### config.mk
export PLATFORM = sky130hd
export DESIGN_NAME = uart_receiver_fifo_wakeup
export DESIGN_NICKNAME = d
export VERILOG_FILES = /design/src/hdl/uart_rx_pkg.sv /design/src/hdl/uart_receiver_fifo_wakeup.sv
export VERILOG_INCLUDE_DIRS = /design/src /design/src/hdl
export SDC_FILE = /design/constraint.sdc
export NUM_CORES = 1
export LEC_CHECK = 0
export BUFFER_PORTS_ARGS = -buffer_cell sky130_fd_sc_hd__buf_2
export CORE_ASPECT_RATIO = 2
export CORE_MARGIN = 4
export CORE_UTILIZATION = 62
export CTS_CLUSTER_SIZE = 10
export DETAILED_ROUTE_END_ITERATION = 10
export HOLD_SLACK_MARGIN = 0.06
export MAX_ROUTING_LAYER = met4
export PLACE_DENSITY = 0.83
export SYNTH_ARGS = -nofsm -noshare
export SYNTH_HDL_FRONTEND = slang
export SYNTH_SLANG_ARGS = --single-unit
### constraint.sdc
create_clock -name clock_i -period 7.6 [get_ports clock_i]
set_input_delay 0.38 -clock clock_i [delete_from_list [all_inputs] [get_ports clock_i]]
set_output_delay 0.38 -clock clock_i [all_outputs]
set_load 0.005 [all_outputs]
### src/hdl/uart_rx_consts.svh
// Register offsets, field positions, reset values and timing counts of the receive channel
`ifndef UART_RX_CONSTS_SVH
`define UART_RX_CONSTS_SVH
`define REG_MODE_ZERO      3'h0
`define REG_MODE_ONE       3'h1
`define REG_COMMAND        3'h2
`define REG_CHAN_STATUS    3'h3
`define REG_INT_STATUS     3'h4
`define REG_RX_QUEUE       3'h5
`define REG_FILL_LEVEL     3'h6
`define MODE_ZERO_RST      8'h00
`define MODE_ONE_RST       8'h00
`define M0_WDOG_EN_BIT     7
`define M0_X1_MODE_BIT     0
`define M1_AD_BIT          2
`define M1_ERR_BLOCK_BIT   5
`define M1_PAR_MODE_WAKEUP 2'h3
`define M1_PAR_MODE_FORCE  2'h1
`define M1_PAR_MODE_WITH   2'h0
`define CMD_RX_ENABLE_BIT  0
`define CMD_RX_DISABLE_BIT 1
`define CMD_RESET_ERR_BIT  2
`define CMD_CLR_BRK_BIT    3
`define CMD_CLR_WDOG_BIT   4
`define ISR_WDOG_BIT       0
`define ISR_BRK_CHANGE_BIT 2
`define RXQ_DEPTH          4'h8
`define RXQ_LEVEL_MAX      3'h7
`define SAMPLE_COUNT       4'h7
`define DIV_LAST           4'hF
`define MIN_DATA_BITS      4'h5
`define WDOG_BIT_TIMES     7'h40
`define BRK_END_EDGES      2'h2
`endif

### src/hdl/uart_rx_pkg.sv
// Types shared by the receive channel
package uart_rx_pkg;
  typedef enum logic [4:0] {
    ST_IDLE   = 5'b0_0001,
    ST_START  = 5'b0_0010,
    ST_DATA   = 5'b0_0100,
    ST_FEHOLD = 5'b0_1000,
    ST_BREAK  = 5'b1_0000
  } rx_state_t;

  typedef struct packed {
    logic brk;
    logic frm;
    logic par;
  } rx_err_t;

  typedef struct packed {
    rx_err_t    err;
    logic [7:0] data;
  } rxq_entry_t;

  typedef struct packed {
    logic [2:0] addr;
    logic [7:0] wdata;
    logic       wr;
    logic       rd;
  } reg_req_t;
endpackage : uart_rx_pkg

### src/hdl/uart_receiver_fifo_wakeup.sv
// Receive channel: start validation, assembly, error detection, eight-deep queue, watchdog, wake-up mode
`timescale 1ns/10ps
`include "uart_rx_consts.svh"

module uart_receiver_fifo_wakeup
(
  input  wire logic                  clock_i,           // 40 MHz crystal clock
  input  wire logic                  sys_rst_i,         // Async reset, active high
  input  wire uart_rx_pkg::reg_req_t reg_req_i,         // Register request
  output logic [7:0]                 reg_rdata_o,       // Read data, cycle after read
  input  wire logic                  rxd_i,             // Serial input pin
  input  wire logic                  rx_bit_clock_i,    // 16x or 1x receive clock pin
  input  wire logic                  tx_idle_flag_i,    // Transmitter empty
  input  wire logic                  tx_char_start_i,   // Transmitter begins a character
  output logic                       tx_ad_bit_o,       // Address/data bit for parity slot
  output logic [2:0]                 rx_fill_level_o,   // Queue level for bidding
  output logic                       rx_char_available_o, // Queue not empty
  output logic                       rx_queue_full_flag_o, // Queue full
  output logic                       watchdog_o,        // Watchdog expired and enabled
  output logic                       break_change_o     // Change-of-break status
);
  import uart_rx_pkg::*;

  // ----------------------------------------------------------------
  // Synchronisers
  // ----------------------------------------------------------------
  logic rxd_s1_q, rxd_s2_q, bclk_s1_q, bclk_s2_q, bclk_s3_q;

  always_ff @(posedge clock_i or posedge sys_rst_i)
  begin
    if (sys_rst_i)
    begin
      rxd_s1_q  <= 1'b1;
      rxd_s2_q  <= 1'b1;
      bclk_s1_q <= 1'b0;
      bclk_s2_q <= 1'b0;
      bclk_s3_q <= 1'b0;
    end
    else
    begin
      rxd_s1_q  <= rxd_i;
      rxd_s2_q  <= rxd_s1_q;
      bclk_s1_q <= rx_bit_clock_i;
      bclk_s2_q <= bclk_s1_q;
      bclk_s3_q <= bclk_s2_q;
    end
  end

  wire tick = bclk_s2_q & ~bclk_s3_q;
  wire fall = ~bclk_s2_q & bclk_s3_q;

  // ----------------------------------------------------------------
  // Registers and decode
  // ----------------------------------------------------------------
  logic [7:0] mode0_q, mode1_q;
  logic       rx_en_q;
  wire        wr_mode0  = reg_req_i.wr && (reg_req_i.addr == `REG_MODE_ZERO);
  wire        wr_mode1  = reg_req_i.wr && (reg_req_i.addr == `REG_MODE_ONE);
  wire        wr_cmd    = reg_req_i.wr && (reg_req_i.addr == `REG_COMMAND);
  wire        cmd_en    = wr_cmd && reg_req_i.wdata[`CMD_RX_ENABLE_BIT];
  wire        cmd_dis   = wr_cmd && reg_req_i.wdata[`CMD_RX_DISABLE_BIT];
  wire        cmd_rsterr = wr_cmd && reg_req_i.wdata[`CMD_RESET_ERR_BIT];
  wire        cmd_clrbrk = wr_cmd && reg_req_i.wdata[`CMD_CLR_BRK_BIT];
  wire        cmd_clrwd = wr_cmd && reg_req_i.wdata[`CMD_CLR_WDOG_BIT];
  wire        rd_queue  = reg_req_i.rd && (reg_req_i.addr == `REG_RX_QUEUE);
  wire        x1_mode   = mode0_q[`M0_X1_MODE_BIT];
  wire        wdog_en   = mode0_q[`M0_WDOG_EN_BIT];
  wire [1:0]  par_mode  = mode1_q[4:3];
  wire        wakeup    = (par_mode == `M1_PAR_MODE_WAKEUP);
  wire        par_en    = (par_mode != 2'h2);
  wire        block_mode = mode1_q[`M1_ERR_BLOCK_BIT];
  wire [3:0]  nbits     = `MIN_DATA_BITS + {2'h0, mode1_q[1:0]};
  wire [3:0]  stop_idx  = nbits + {3'h0, par_en};
  wire        rx_active = rx_en_q | wakeup;

  always_ff @(posedge clock_i or posedge sys_rst_i)
  begin
    if (sys_rst_i)
    begin
      mode0_q <= `MODE_ZERO_RST;
      mode1_q <= `MODE_ONE_RST;
      rx_en_q <= 1'b0;
    end
    else
    begin
      if (wr_mode0)
        mode0_q <= reg_req_i.wdata;
      if (wr_mode1)
        mode1_q <= reg_req_i.wdata;
      if (cmd_en)
        rx_en_q <= 1'b1;
      else if (cmd_dis)
        rx_en_q <= 1'b0;
    end
  end

  // ----------------------------------------------------------------
  // Receive state machine
  // ----------------------------------------------------------------
  rx_state_t  state_q;
  logic [3:0] div_q, bit_q;
  logic [7:0] data_q;
  logic       pbit_q, prev_q, brk_act_q;
  logic [1:0] hi_cnt_q;
  logic       hold_q, phase_q, overrun_q;
  rxq_entry_t hold_ent_q;
  logic       brk_set, q_full, do_load;

  wire sample = x1_mode ? tick : (tick && (div_q == `SAMPLE_COUNT));
  wire edge_seen = tick && prev_q && !rxd_s2_q;
  wire at_stop = (bit_q == stop_idx);

  // Character completion terms
  wire        frm_err = !rxd_s2_q;
  wire        is_brk  = (data_q == 8'h00) && !(par_en && pbit_q) && !rxd_s2_q;
  wire        par_calc = ^data_q ^ pbit_q;
  wire        par_err = (par_mode == `M1_PAR_MODE_FORCE) ? (pbit_q != mode1_q[`M1_AD_BIT]) :
                        (par_mode == `M1_PAR_MODE_WITH)  ? (par_calc != mode1_q[`M1_AD_BIT]) : 1'b0;
  wire        par_slot = wakeup ? pbit_q : par_err;
  wire        accept  = rx_en_q || (wakeup && pbit_q);
  wire        done    = (state_q == ST_DATA) && sample && at_stop;
  rxq_entry_t new_ent;
  assign new_ent.data = is_brk ? 8'h00 : data_q;
  assign new_ent.err  = '{brk: is_brk, frm: frm_err, par: is_brk ? 1'b0 : par_slot};

  wire  start_ok = (state_q == ST_START) && sample && !rxd_s2_q;

  always_ff @(posedge clock_i or posedge sys_rst_i)
  begin
    if (sys_rst_i)
    begin
      state_q   <= ST_IDLE;
      div_q     <= 4'h0;
      bit_q     <= 4'h0;
      data_q    <= 8'h00;
      pbit_q    <= 1'b0;
      prev_q    <= 1'b1;
      hi_cnt_q  <= 2'h0;
      brk_act_q <= 1'b0;
    end
    else
    begin
      if (tick)
        prev_q <= rxd_s2_q;
      if (cmd_en)
        prev_q <= 1'b1;
      if (tick && state_q != ST_IDLE)
        div_q <= div_q + 4'h1;
      unique case (state_q)
        ST_IDLE:
        begin
          bit_q  <= 4'h0;
          data_q <= 8'h00;
          pbit_q <= 1'b0;
          if (rx_active && x1_mode && tick && !rxd_s2_q)
            state_q <= ST_DATA;
          else if (rx_active && !x1_mode && edge_seen)
          begin
            div_q   <= 4'h0;
            state_q <= ST_START;
          end
        end
        ST_START:
          if (sample)
            state_q <= rxd_s2_q ? ST_IDLE : ST_DATA;
        ST_DATA:
          if (sample)
          begin
            bit_q <= bit_q + 4'h1;
            if (bit_q < nbits)
              data_q[bit_q[2:0]] <= rxd_s2_q;
            else if (!at_stop)
              pbit_q <= rxd_s2_q;
            else if (is_brk)
              state_q <= ST_BREAK;
            else if (frm_err && data_q != 8'h00 && !x1_mode)
              state_q <= ST_FEHOLD;
            else
              state_q <= ST_IDLE;
          end
        ST_FEHOLD:
          if (tick && rxd_s2_q)
            state_q <= ST_IDLE;
          else if (tick && div_q == `DIV_LAST)
          begin
            div_q   <= 4'h0;
            state_q <= ST_START;
          end
        ST_BREAK:
        begin
          brk_act_q <= 1'b1;
          if (!rxd_s2_q)
            hi_cnt_q <= 2'h0;
          else if (hi_cnt_q == `BRK_END_EDGES - 2'h1)
          begin
            hi_cnt_q  <= 2'h0;
            brk_act_q <= 1'b0;
            prev_q    <= 1'b1;
            state_q   <= ST_IDLE;
          end
          else
            hi_cnt_q <= hi_cnt_q + 2'h1;
        end
      endcase
    end
  end

  assign brk_set = (done && is_brk) || (state_q == ST_BREAK && rxd_s2_q
                   && hi_cnt_q == `BRK_END_EDGES - 2'h1);

  // ----------------------------------------------------------------
  // Holding stage and overrun
  // ----------------------------------------------------------------
  assign do_load = hold_q && phase_q && tick && !q_full;

  always_ff @(posedge clock_i or posedge sys_rst_i)
  begin
    if (sys_rst_i)
    begin
      hold_q     <= 1'b0;
      phase_q    <= 1'b0;
      overrun_q  <= 1'b0;
      hold_ent_q <= '0;
    end
    else
    begin
      if (done && accept)
      begin
        hold_q     <= 1'b1;
        phase_q    <= 1'b0;
        hold_ent_q <= new_ent;
      end
      else if (do_load)
        hold_q <= 1'b0;
      else if (hold_q && fall)
        phase_q <= 1'b1;
      if (start_ok && hold_q && q_full)
        overrun_q <= 1'b1;
      else if (cmd_rsterr)
        overrun_q <= 1'b0;
    end
  end

  // ----------------------------------------------------------------
  // Receive queue
  // ----------------------------------------------------------------
  rxq_entry_t q_mem_q [0:7];
  logic [2:0] wr_ptr_q, rd_ptr_q;
  logic [3:0] count_q;
  rx_err_t    block_q;
  wire        q_empty = (count_q == 4'h0);
  wire        do_pop  = rd_queue && !q_empty;
  rxq_entry_t head;
  assign q_full = (count_q == `RXQ_DEPTH);
  assign head   = q_mem_q[rd_ptr_q];

  always_ff @(posedge clock_i or posedge sys_rst_i)
  begin
    if (sys_rst_i)
    begin
      wr_ptr_q <= 3'h0;
      rd_ptr_q <= 3'h0;
      count_q  <= 4'h0;
      block_q  <= '0;
      for (int i = 0; i < 8; i++)
        q_mem_q[i] <= '0;
    end
    else
    begin
      if (do_load)
      begin
        q_mem_q[wr_ptr_q] <= hold_ent_q;
        wr_ptr_q <= wr_ptr_q + 3'h1;
      end
      if (do_pop)
        rd_ptr_q <= rd_ptr_q + 3'h1;
      count_q <= count_q + {3'h0, do_load} - {3'h0, do_pop};
      if (!q_empty)
        block_q <= (cmd_rsterr ? '0 : block_q) | head.err;
      else if (cmd_rsterr)
        block_q <= '0;
    end
  end

  wire [2:0] err_view = q_empty ? 3'h0 : (block_mode ? (block_q | head.err) : head.err);
  assign rx_fill_level_o     = q_full ? `RXQ_LEVEL_MAX : count_q[2:0];
  assign rx_char_available_o = !q_empty;
  assign rx_queue_full_flag_o = q_full;

  // ----------------------------------------------------------------
  // Watchdog and interrupt status
  // ----------------------------------------------------------------
  logic [3:0] pre_q;
  logic [6:0] wd_cnt_q;
  logic       wd_flag_q, brk_chg_q;
  wire        bit_time = x1_mode ? tick : (tick && pre_q == `DIV_LAST);

  always_ff @(posedge clock_i or posedge sys_rst_i)
  begin
    if (sys_rst_i)
    begin
      pre_q     <= 4'h0;
      wd_cnt_q  <= 7'h00;
      wd_flag_q <= 1'b0;
      brk_chg_q <= 1'b0;
    end
    else
    begin
      if (tick)
        pre_q <= pre_q + 4'h1;
      if (do_load || do_pop || q_empty || !wdog_en)
        wd_cnt_q <= 7'h00;
      else if (bit_time && wd_cnt_q != `WDOG_BIT_TIMES)
        wd_cnt_q <= wd_cnt_q + 7'h01;
      if (wdog_en && wd_cnt_q == `WDOG_BIT_TIMES - 7'h01 && bit_time && !do_load && !do_pop)
        wd_flag_q <= 1'b1;
      else if (cmd_clrwd)
        wd_flag_q <= 1'b0;
      if (brk_set)
        brk_chg_q <= 1'b1;
      else if (cmd_clrbrk)
        brk_chg_q <= 1'b0;
    end
  end

  assign watchdog_o     = wd_flag_q && wdog_en;
  assign break_change_o = brk_chg_q;

  // ----------------------------------------------------------------
  // Transmit address/data bit
  // ----------------------------------------------------------------
  always_ff @(posedge clock_i or posedge sys_rst_i)
  begin
    if (sys_rst_i)
      tx_ad_bit_o <= 1'b0;
    else if (tx_char_start_i)
      tx_ad_bit_o <= mode1_q[`M1_AD_BIT];
  end

  // ----------------------------------------------------------------
  // Read data
  // ----------------------------------------------------------------
  logic [7:0] rdata_q, rd_mux;
  wire  [7:0] chan_status = {err_view[2], err_view[1], err_view[0], overrun_q, 1'b0,
                             tx_idle_flag_i, q_full, !q_empty};
  wire  [7:0] int_status  = {5'h00, brk_chg_q, 1'b0, wd_flag_q};

  always_comb
  begin
    unique case (reg_req_i.addr)
      `REG_MODE_ZERO:   rd_mux = mode0_q;
      `REG_MODE_ONE:    rd_mux = mode1_q;
      `REG_CHAN_STATUS: rd_mux = chan_status;
      `REG_INT_STATUS:  rd_mux = int_status;
      `REG_RX_QUEUE:    rd_mux = q_empty ? 8'h00 : head.data;
      `REG_FILL_LEVEL:  rd_mux = {5'h00, rx_fill_level_o};
      default:          rd_mux = 8'h00;
    endcase
  end

  always_ff @(posedge clock_i or posedge sys_rst_i)
  begin
    if (sys_rst_i)
      rdata_q <= 8'h00;
    else
      rdata_q <= reg_req_i.rd ? rd_mux : 8'h00;
  end

  assign reg_rdata_o = rdata_q;
endmodule : uart_receiver_fifo_wakeup

Word level (Yosys, flattened, before mapping) --
Index checks and enable logic that the tools add are counted.
Cells by class: magnitude comparators 6, equality and inequality tests 36, bitwise logic cells 10, $add $sub $neg 11, multiplexer cells 75, reductions and logical operators 82
Operators with widths (number):
- bitwise mux 88 bit | 1
- 2-to-1 mux 5 bit | 11
- logical AND 1 bit | 50
- one-hot mux 8 bit (6 select lines) | 1
- 2-to-1 mux 8 bit | 5
- binary-select mux 11 bit (select 3 bit) | 1
- demux 11 bit (select 3 bit) | 1
- 2-to-1 mux 11 bit | 3
- 2-to-1 mux 1 bit | 28
- 2-to-1 mux 4 bit | 7
- one-hot mux 5 bit (5 select lines) | 1
- 2-to-1 mux 3 bit | 6
- != test 2 bit, second input constant | 8
- one-hot mux 4 bit (2 select lines) | 2
- one-hot mux 8 bit (2 select lines) | 1
- nonzero test 2 bit | 8
- 2-to-1 mux 7 bit | 2
- adder 4 x 1 -> 4 bit, second input constant | 3
- == test 4 bit, second input constant | 3
- == test 3 bit, second input constant | 3
- adder 4 x 1 -> 4 bit | 2
- bitwise mux 8 bit | 1
- greater-or-equal comparator 4 bit, second input constant | 2
- zero test 1 bit | 8
- other kinds (46) | 62
Word-level totals: input bits 19, bits in registers 184, logic and storage cells 286, output and inout port bits 16

Longest topological paths before layout --
Gate-level depths: netlist (run 1).
depth in word-level cells 10, gate-level depth with buffers 13, gate-level depth less buffers 12

Least setup slack after synthesis (run 1) --
Ideal clock, no wire load.
kind register to register, start point register count_q[2], end point register count_q[2], slack 4.894 ns, path buffers 1, cell stages (with the launch flop) 14, library setup time 0.123 ns, data arrival time 2.583 ns, clock period less this slack 2.706 ns, data required time 7.477 ns, path through dfrtp_1 -> inv_1 -> ha_1 -> nor3b_1 -> nand4b_1 -> or2_2 -> buf_2 -> inv_1 -> ha_1 -> inv_1 -> ha_1 -> inv_1 -> fa_1 -> xnor2_1
On the way: elaborated cells on any way between the ends 8, those cells by class add/sub: 2; eq/ne: 1; reduce/logical: 5
RTL lines:
- from (decl) | line uart_receiver_fifo_wakeup.sv:249 | logic [3:0] count_q;
- from (signal assigned) | line uart_receiver_fifo_wakeup.sv:277 | count_q <= count_q + {3'h0, do_load} - {3'h0, do_pop};
- zero test 4 bit | line uart_receiver_fifo_wakeup.sv:251 | wire q_empty = (count_q == 4'h0);
- zero test 1 bit | line uart_receiver_fifo_wakeup.sv:252 | wire do_pop = rd_queue && !q_empty;
- logical AND 1 bit | line uart_receiver_fifo_wakeup.sv:252
- named net do_pop | line uart_receiver_fifo_wakeup.sv:252
- subtractor 4 x 1 -> 4 bit | line uart_receiver_fifo_wakeup.sv:277
The timed path passes the listed nets, and every way through them passes these cells. A chain may end at the register's enable or synchronous reset.

Worst setup path in the final report (run 1) --
Same ends and word-level chain as after synthesis.

==> impl_metrics.json, run 1 <==
{
  "outcome": "complete, no violations",
  "maxCapViolations": 0,
  "cpMostUsedCell": "inv_1",
  "clockRootBuffer": "clkbuf_16",
  "antenna_cells": 0,
  "grt_max_degree": 81,
  "dp_hpwl_um": 14760,
  "wl_met2_um": 11350,
  "io_pins": 35,
  "max_stage_delay_ns": 0.72,
  "port_buffers": 34,
  "grt_pass1_vias": 6475,
  "hold_path.class": "in2async",
  "synthCells": 766,
  "fp.dieH_um": 179.3,
  "grt_use_total": 0.2687,
  "rsz0062_at_grt": "false",
  "endpoint_kind": "register",
  "syn_nets": 809,
  "die_area_sq_mm": 0.01680,
  "globalplace.congestion": 0.8877,
  "initial_core_util": 0.6342,
  "critical_path_class": "reg2reg",
  "clk_latency_ns": 0.43,
  "drc": 0,
  "crit_arrival_ns": 3.65,
  "synth.distinct_cells": 65,
  "vias_per_cell": 6.190,
  "fill_cells": 1003,
  "hold_violations": 0,
  "firstDrtPassIters": 7,
  "coreArea_sq_mm": 0.01435,
  "period_share": 0.4347,
  "finalCriticalPeriod_ns": 3.304,
  "grt.overflow.total": 0,
  "clk_pin_slew_worst_paths_ns": 0.07,
  "synth_largest_area_cell": "dfrtp_1",
  "tightest_slew_ns": 1.146,
  "ir_drop_v": 0.0001671,
  "clockBufferDepth": 2,
  "met1_length_um": 7357,
  "antenna_found_initial": 0,
  "placement_rows": 62,
  "slowest_stage": "nor3b_1",
  "synth_seq_area_share": 0.5065,
  "cts_tree": "yes",
  "fin_tns_setup_ns": 0,
  "cp-start-kind": "register",
  "routed-via-count": 6110,
  "grt_pass1_wl_um": 33330,
  "dp_slack_ns": 4.359,
  "layout_commonest_cell": "dfrtp_1",
  "drive_above_1_share": 0.2642,
  "highest_layer": "met4",
  "wl_per_cell_um": 20.76,
  "dieWidth_um": 93.67,
  "drtIter0Drc": 347,
  "setup_viol": 0,
  "final_cell_mix": "dfrtp_1 (180), mux2_2 (102), nand2_1 (78)",
  "cellLeakagePower_uw": 0.004634,
  "syn_to_final_growth_pct": 9.183,
  "cts.sinks": 184,
  "fmax_mhz": 302.7,
  "h-tree-depth": 4,
  "netlist_area_sq_mm": 0.009101,
  "wl_met3_um": 565,
  "required_ns": 7.94,
  "finalWorstSetupSlack_ns": 4.296,
  "syn_area_per_cell_sq_um": 11.88,
  "totalWireLength_um": 20490,
  "skew_ns": 0.01201,
  "p_per_area_mw_per_mm2": 258.6,
  "async_reset_ff_frac": 1.000,
  "ant_nets": 0,
  "cp_cell_sequence": "inv_1, ha_1, nor3b_1, nand4b_1, or2_2, inv_1, ha_1, inv_1, ha_1, inv_1, fa_1, xnor2_1",
  "synth_top_cell_area_share": 0.4949,
  "yosysWarningCount": 0,
  "ys_seq_elements": 184,
  "synthTopCellsByArea": "dfrtp_1 (49%), mux2_2 (13%), mux4_2 (5.4%), nand2_1 (3.2%), ha_1 (3.0%)",
  "relSlewSlack": 0.2318,
  "fin_nets": 826,
  "crit_fanout": 9,
  "cts_made_buffers": 17,
  "final-max-slew-violation-count": 0,
  "synth_ff_type": "dfrtp_1",
  "synth_edf_count": 0
}
-- metal layers --
metal,vias to the layer above,track usage
met2,181,0.4670
li1,2753,-
met4,0,0.1712
met1,3107,0.2859
met3,69,0.03385
met5,-,-
-- final timing paths --
path                       slack (ns)                  from  cells after the start                 endpoint
max in group asynchronous        5.64             sys_rst_i                      4  wd_cnt_q[2]$_DFFE_PP0P_
setup / recovery                 4.30  count_q[2]$_DFF_PP0_                     12     count_q[2]$_DFF_PP0_
hold / removal                   0.08             sys_rst_i                      2  q_mem_q[22]$_DFFE_PP0P_
hold reg to reg                  0.36    rxd_s1_q$_DFF_PP1_                      0       rxd_s2_q$_DFF_PP1_
setup reg to reg                 4.30  count_q[2]$_DFF_PP0_                     12     count_q[2]$_DFF_PP0_
min in group clock_i             0.21       tx_char_start_i                      2  tx_ad_bit_o$_DFFE_PP0P_
-- kinds of logic after synthesis --
family          synth area share
simple gates              0.1151
compound gates           0.07424
buf+inv                  0.03726
xor+xnor                 0.02598
fa+ha+maj                0.03464
mux                       0.2064
flops                     0.5065
-- where the power goes --
group,leakage (uW),switching (uW),total (uW),internal [uW]
Combinational,0.00189,271,513,242
Clock,0.000271,367,854,487
Sequential,0.00248,139,1200,1060
Total,0.00463,777,2570,1790
-- flip-flops by register name, indices dropped and copies added (netlist names), 2 cells and up --
name         flops
bit_q            4
block_q          3
count_q          4
data_q           8
div_q            4
hi_cnt_q         2
hold_ent_q      11
mode0_q          8
mode1_q          8
pre_q            4
q_mem_q         88
rd_ptr_q         3
reg_rdata_o      8
state_q          5
wd_cnt_q         7
wr_ptr_q         3
-- critical path: cells and delay by family (launching register included) --
kind | cells | cell delay (ns)
XOR/XNOR | 1 | 0.18
adder cells (fa/ha/maj) | 4 | 0.98
buffers and inverters | 4 | 0.31
flip-flops | 1 | 0.38
AND/OR/NAND/NOR | 3 | 1.36
-- cell type report --
type	instances	area [sq um]	area share
clock buffers	22	484.2	0.04873
flip-flops and latches	184	4609	0.4639
well taps	192	240.2	0.02418
multi-input cells	505	4153	0.4179
repair buffers	40	220.2	0.02216
clock inverters	9	91.34	0.009192
inverters	35	138.9	0.01398
-- what timing repair did --
| action | in CTS | in global routing |
|---|---|---|
| gates resized for setup | 0 | 0 |
| buffers inserted | 0 | 0 |
| endpoints found under the setup margin | 0 | 0 |
| hold buffers | 2 | 0 |
| endpoints found under the hold margin | 2 | 0 |
-- Yosys cell counts, drive strengths merged (3+ instances only) --
cell    count
a211oi      3
a21o        3
a21oi      17
a31oi       4
and2        5
and3        5
and3b       4
buf        25
clkbuf     17
dfrtp     180
dfstp       4
ha         22
inv        35
mux2      105
mux2i      20
mux4       22
nand2      79
nand2b      7
nand3      12
nand4      12
nand4b      3
nor2       32
nor2b       6
nor3        9
nor3b       4
nor4b       4
o21a        6
o21ai      41
o22ai       9
o31ai       8
or2         4
or3         3
xnor2      14
xor2       13
-- stage by stage --
| step | hold WS [ns] | instances | util | total power, uW | instance area (sq um) |
|---|---|---|---|---|---|
| finish | 0.07686 | 987 | 0.6924 | 2570 | 9937 |
| CTS | 0.09693 | 987 | 0.6924 | 2588 | 9937 |
| floorplan | 0.3312 | 766 | - | 1581 | 9101 |
| global placement | 0.3472 | 954 | 0.6509 | 1704 | 9341 |
| detailed placement | 0.3488 | 954 | 0.6509 | 1732 | 9341 |
| global route | 0.1308 | 987 | 0.6924 | 2702 | 9937 |
Note: power is estimated with default switching activity, not from simulation.
==> inputs of run 2 (changes only) <==
Clock period 7.6 ns to 3.3 ns, I/O delays scaled along.
==> run 2 against run 1 <==
  * Die area unchanged
  * Global-route usage increased by 2.4 points
  * Routed wire length increased by 8.2%
  * Cell count increased by 2.7%
  * Clock-buffer cell count decreased by 3
  * Clock power increased by 150%
  * Register-to-register slack got worse by 4.0 ns
  * Flip-flop and latch count unchanged
  * Critical path type unchanged
  * Design area increased by 3.0%
  * Clock skew decreased by 0.00098 ns
==> impl_metrics.json, run 2 (synthesis results as in run 1) <==
{
  "ant_nets": 0,
  "hold_depth": 4,
  "clockBufferDepth": 2,
  "wl_per_cell_um": 21.85,
  "relSlewSlack": 0.3528,
  "largest_register_ffs": 88,
  "h-tree-depth": 4,
  "outcome": "complete, no violations",
  "dieWidth_um": 93.67,
  "cellLeakagePower_uw": 0.004791,
  "critical_path_class": "reg2reg",
  "period_share": 0.9179,
  "tightest_slew_ns": 0.9709,
  "multiInputGateArea_sq_mm": 0.004153,
  "io_pins": 35,
  "antenna_cells": 0,
  "firstDrtPassIters": 5,
  "cts.sinks": 184,
  "grt_pass1_vias": 6894,
  "setup_viol": 0,
  "endpoint_kind": "register",
  "required_ns": 3.57,
  "fin_tns_setup_ns": 0,
  "port_buffers": 34,
  "clockRootBuffer": "clkbuf_16",
  "fin_nets": 853,
  "dp_hpwl_um": 15410,
  "grt.overflow.total": 0,
  "initial_core_util": 0.6342,
  "drc": 0,
  "hold_path.class": "in2reg",
  "globalplace.congestion": 0.9694,
  "hold-path-endpoint": "rd_ptr_q[0]$_DFFE_PP0P_",
  "drive_above_1_share": 0.2774,
  "cts_tree": "yes",
  "regArea_sq_mm": 0.004609,
  "final-max-slew-violation-count": 0,
  "dp_cells": 971,
  "die_area_sq_mm": 0.01680,
  "routed-via-count": 6366,
  "post_cts_resized": 0,
  "grt_use_total": 0.2927,
  "r2r_slack_ns": 0.27,
  "p_per_area_mw_per_mm2": 602.9,
  "totalWireLength_um": 22160,
  "ir_drop_v": 0.0004691,
  "grt_max_degree": 79,
  "syn_to_final_growth_pct": 12.41,
  "rsz0062_at_grt": "false",
  "vias_per_cell": 6.278,
  "clk_latency_ns": 0.43,
  "hp-start": "reg_req_i[0]",
  "final_cell_mix": "dfrtp_1 (180), mux2_2 (102), nand2_1 (78)",
  "drtIter0Drc": 386,
  "finalCriticalPeriod_ns": 3.029,
  "r2r_cells": 9,
  "top_regs": "q_mem_q: 88 flops, hold_ent_q: 11 flops",
  "r2r_end": "hold_ent_q[0]$_DFFE_PP0P_",
  "skew_ns": 0.01103,
  "layout.cells.non_filler": 1014,
  "grt_pass1_wl_um": 36210,
  "antenna_found_initial": 0,
  "coreArea_sq_mm": 0.01435,
  "layout_commonest_cell": "dfrtp_1",
  "r2r_start": "mode1_q[3]$_DFFE_PP0P_",
  "power_uw": 6169,
  "regMostFlops": "q_mem_q",
  "cp-start-kind": "register",
  "placement_rows": 62,
  "cts_made_buffers": 17,
  "fill_cells": 964,
  "crit_arrival_ns": 3.30,
  "fmax_mhz": 330.1,
  "hold_violations": 0,
  "fp.dieH_um": 179.3,
  "clk_pin_slew_worst_paths_ns": 0.07,
  "maxCapViolations": 0,
  "crit_fanout": 24,
  "fin_util": 0.7129
}
==> run 2: worst max-delay path, cell delays in order (launching register included) <==
cell	delay, ns
dfrtp_1	0.46
nand2b_1	0.24
ha_1	0.21
inv_1	0.07
fa_1	0.42
xor2_1	0.18
o211ai_1	0.16
or4_1	0.83
nand2_1	0.19
o21ai_0	0.11
==> run 2: per-layer routing <==
| layer | up-vias | GRT usage | wire length [um] | part of all wire |
|---|---|---|---|---|
| li1 | 2806 | - | - | - |
| met1 | 3287 | 0.3172 | 7937 | 0.36 |
| met2 | 199 | 0.5196 | 12360 | 0.56 |
| met3 | 74 | 0.04388 | 730 | 0.033 |
| met4 | 0 | 0.1429 | 1137 | 0.051 |
| met5 | - | - | 0 | 0 |
==> run 2: layout make-up <==
class / instances / share of cell area
multi-input combinational: 505 / 0.4059
clock buffer: 19 / 0.04427
sequential: 184 / 0.4505
tap: 192 / 0.02348
timing repair buffer: 67 / 0.04623
clock inverter: 12 / 0.01614
inverter: 35 / 0.01345
==> run 2: stage by stage <==
| stage | setup slack [ns] | instance area, sq um | hold WS (ns) |
|---|---|---|---|
| 6_report | 0.2709 | 10230 | 0.1832 |
| 5_1_grt | 0.08162 | 10230 | 0.2101 |
| 4_1_cts | 0.2924 | 10230 | 0.1729 |
| 3_5_place_dp | 0.3454 | 9493 | 0.2757 |
| 3_3_place_gp | 0.4553 | 9493 | 0.2722 |
| 2_1_floorplan | 0.5942 | 9105 | 0.1695 |
==> run 2: what timing repair did <==
action                                 in CTS  in global routing
endpoints found under the hold margin      59                  0
hold buffers                               12                  0
setup buffers                               0                  0
==> run 2: how the worst max path moves through the flow <==
stage                                       from                   endpoint  depth (start not counted)
after floorplan             count_q[2]$_DFF_PP0_       count_q[2]$_DFF_PP0_                         13
final                     mode1_q[3]$_DFFE_PP0P_  hold_ent_q[0]$_DFFE_PP0P_                          9
after CTS                 mode1_q[3]$_DFFE_PP0P_  hold_ent_q[3]$_DFFE_PP0P_                          9
after global routing      mode1_q[3]$_DFFE_PP0P_  hold_ent_q[0]$_DFFE_PP0P_                          9
after global placement    mode1_q[3]$_DFFE_PP0P_  hold_ent_q[8]$_DFFE_PP0P_                          8
after detailed placement  mode1_q[3]$_DFFE_PP0P_  hold_ent_q[8]$_DFFE_PP0P_                          8
==> run 2: power by group <==
group / total, uW / leakage [uW] / switching, uW / internal [uW]
Sequential: 2750 / 0.00248 / 303 / 2450
Clock: 2130 / 0.000298 / 888 / 1240
Combinational: 1280 / 0.00202 / 688 / 597
Total: 6170 / 0.00479 / 1880 / 4290
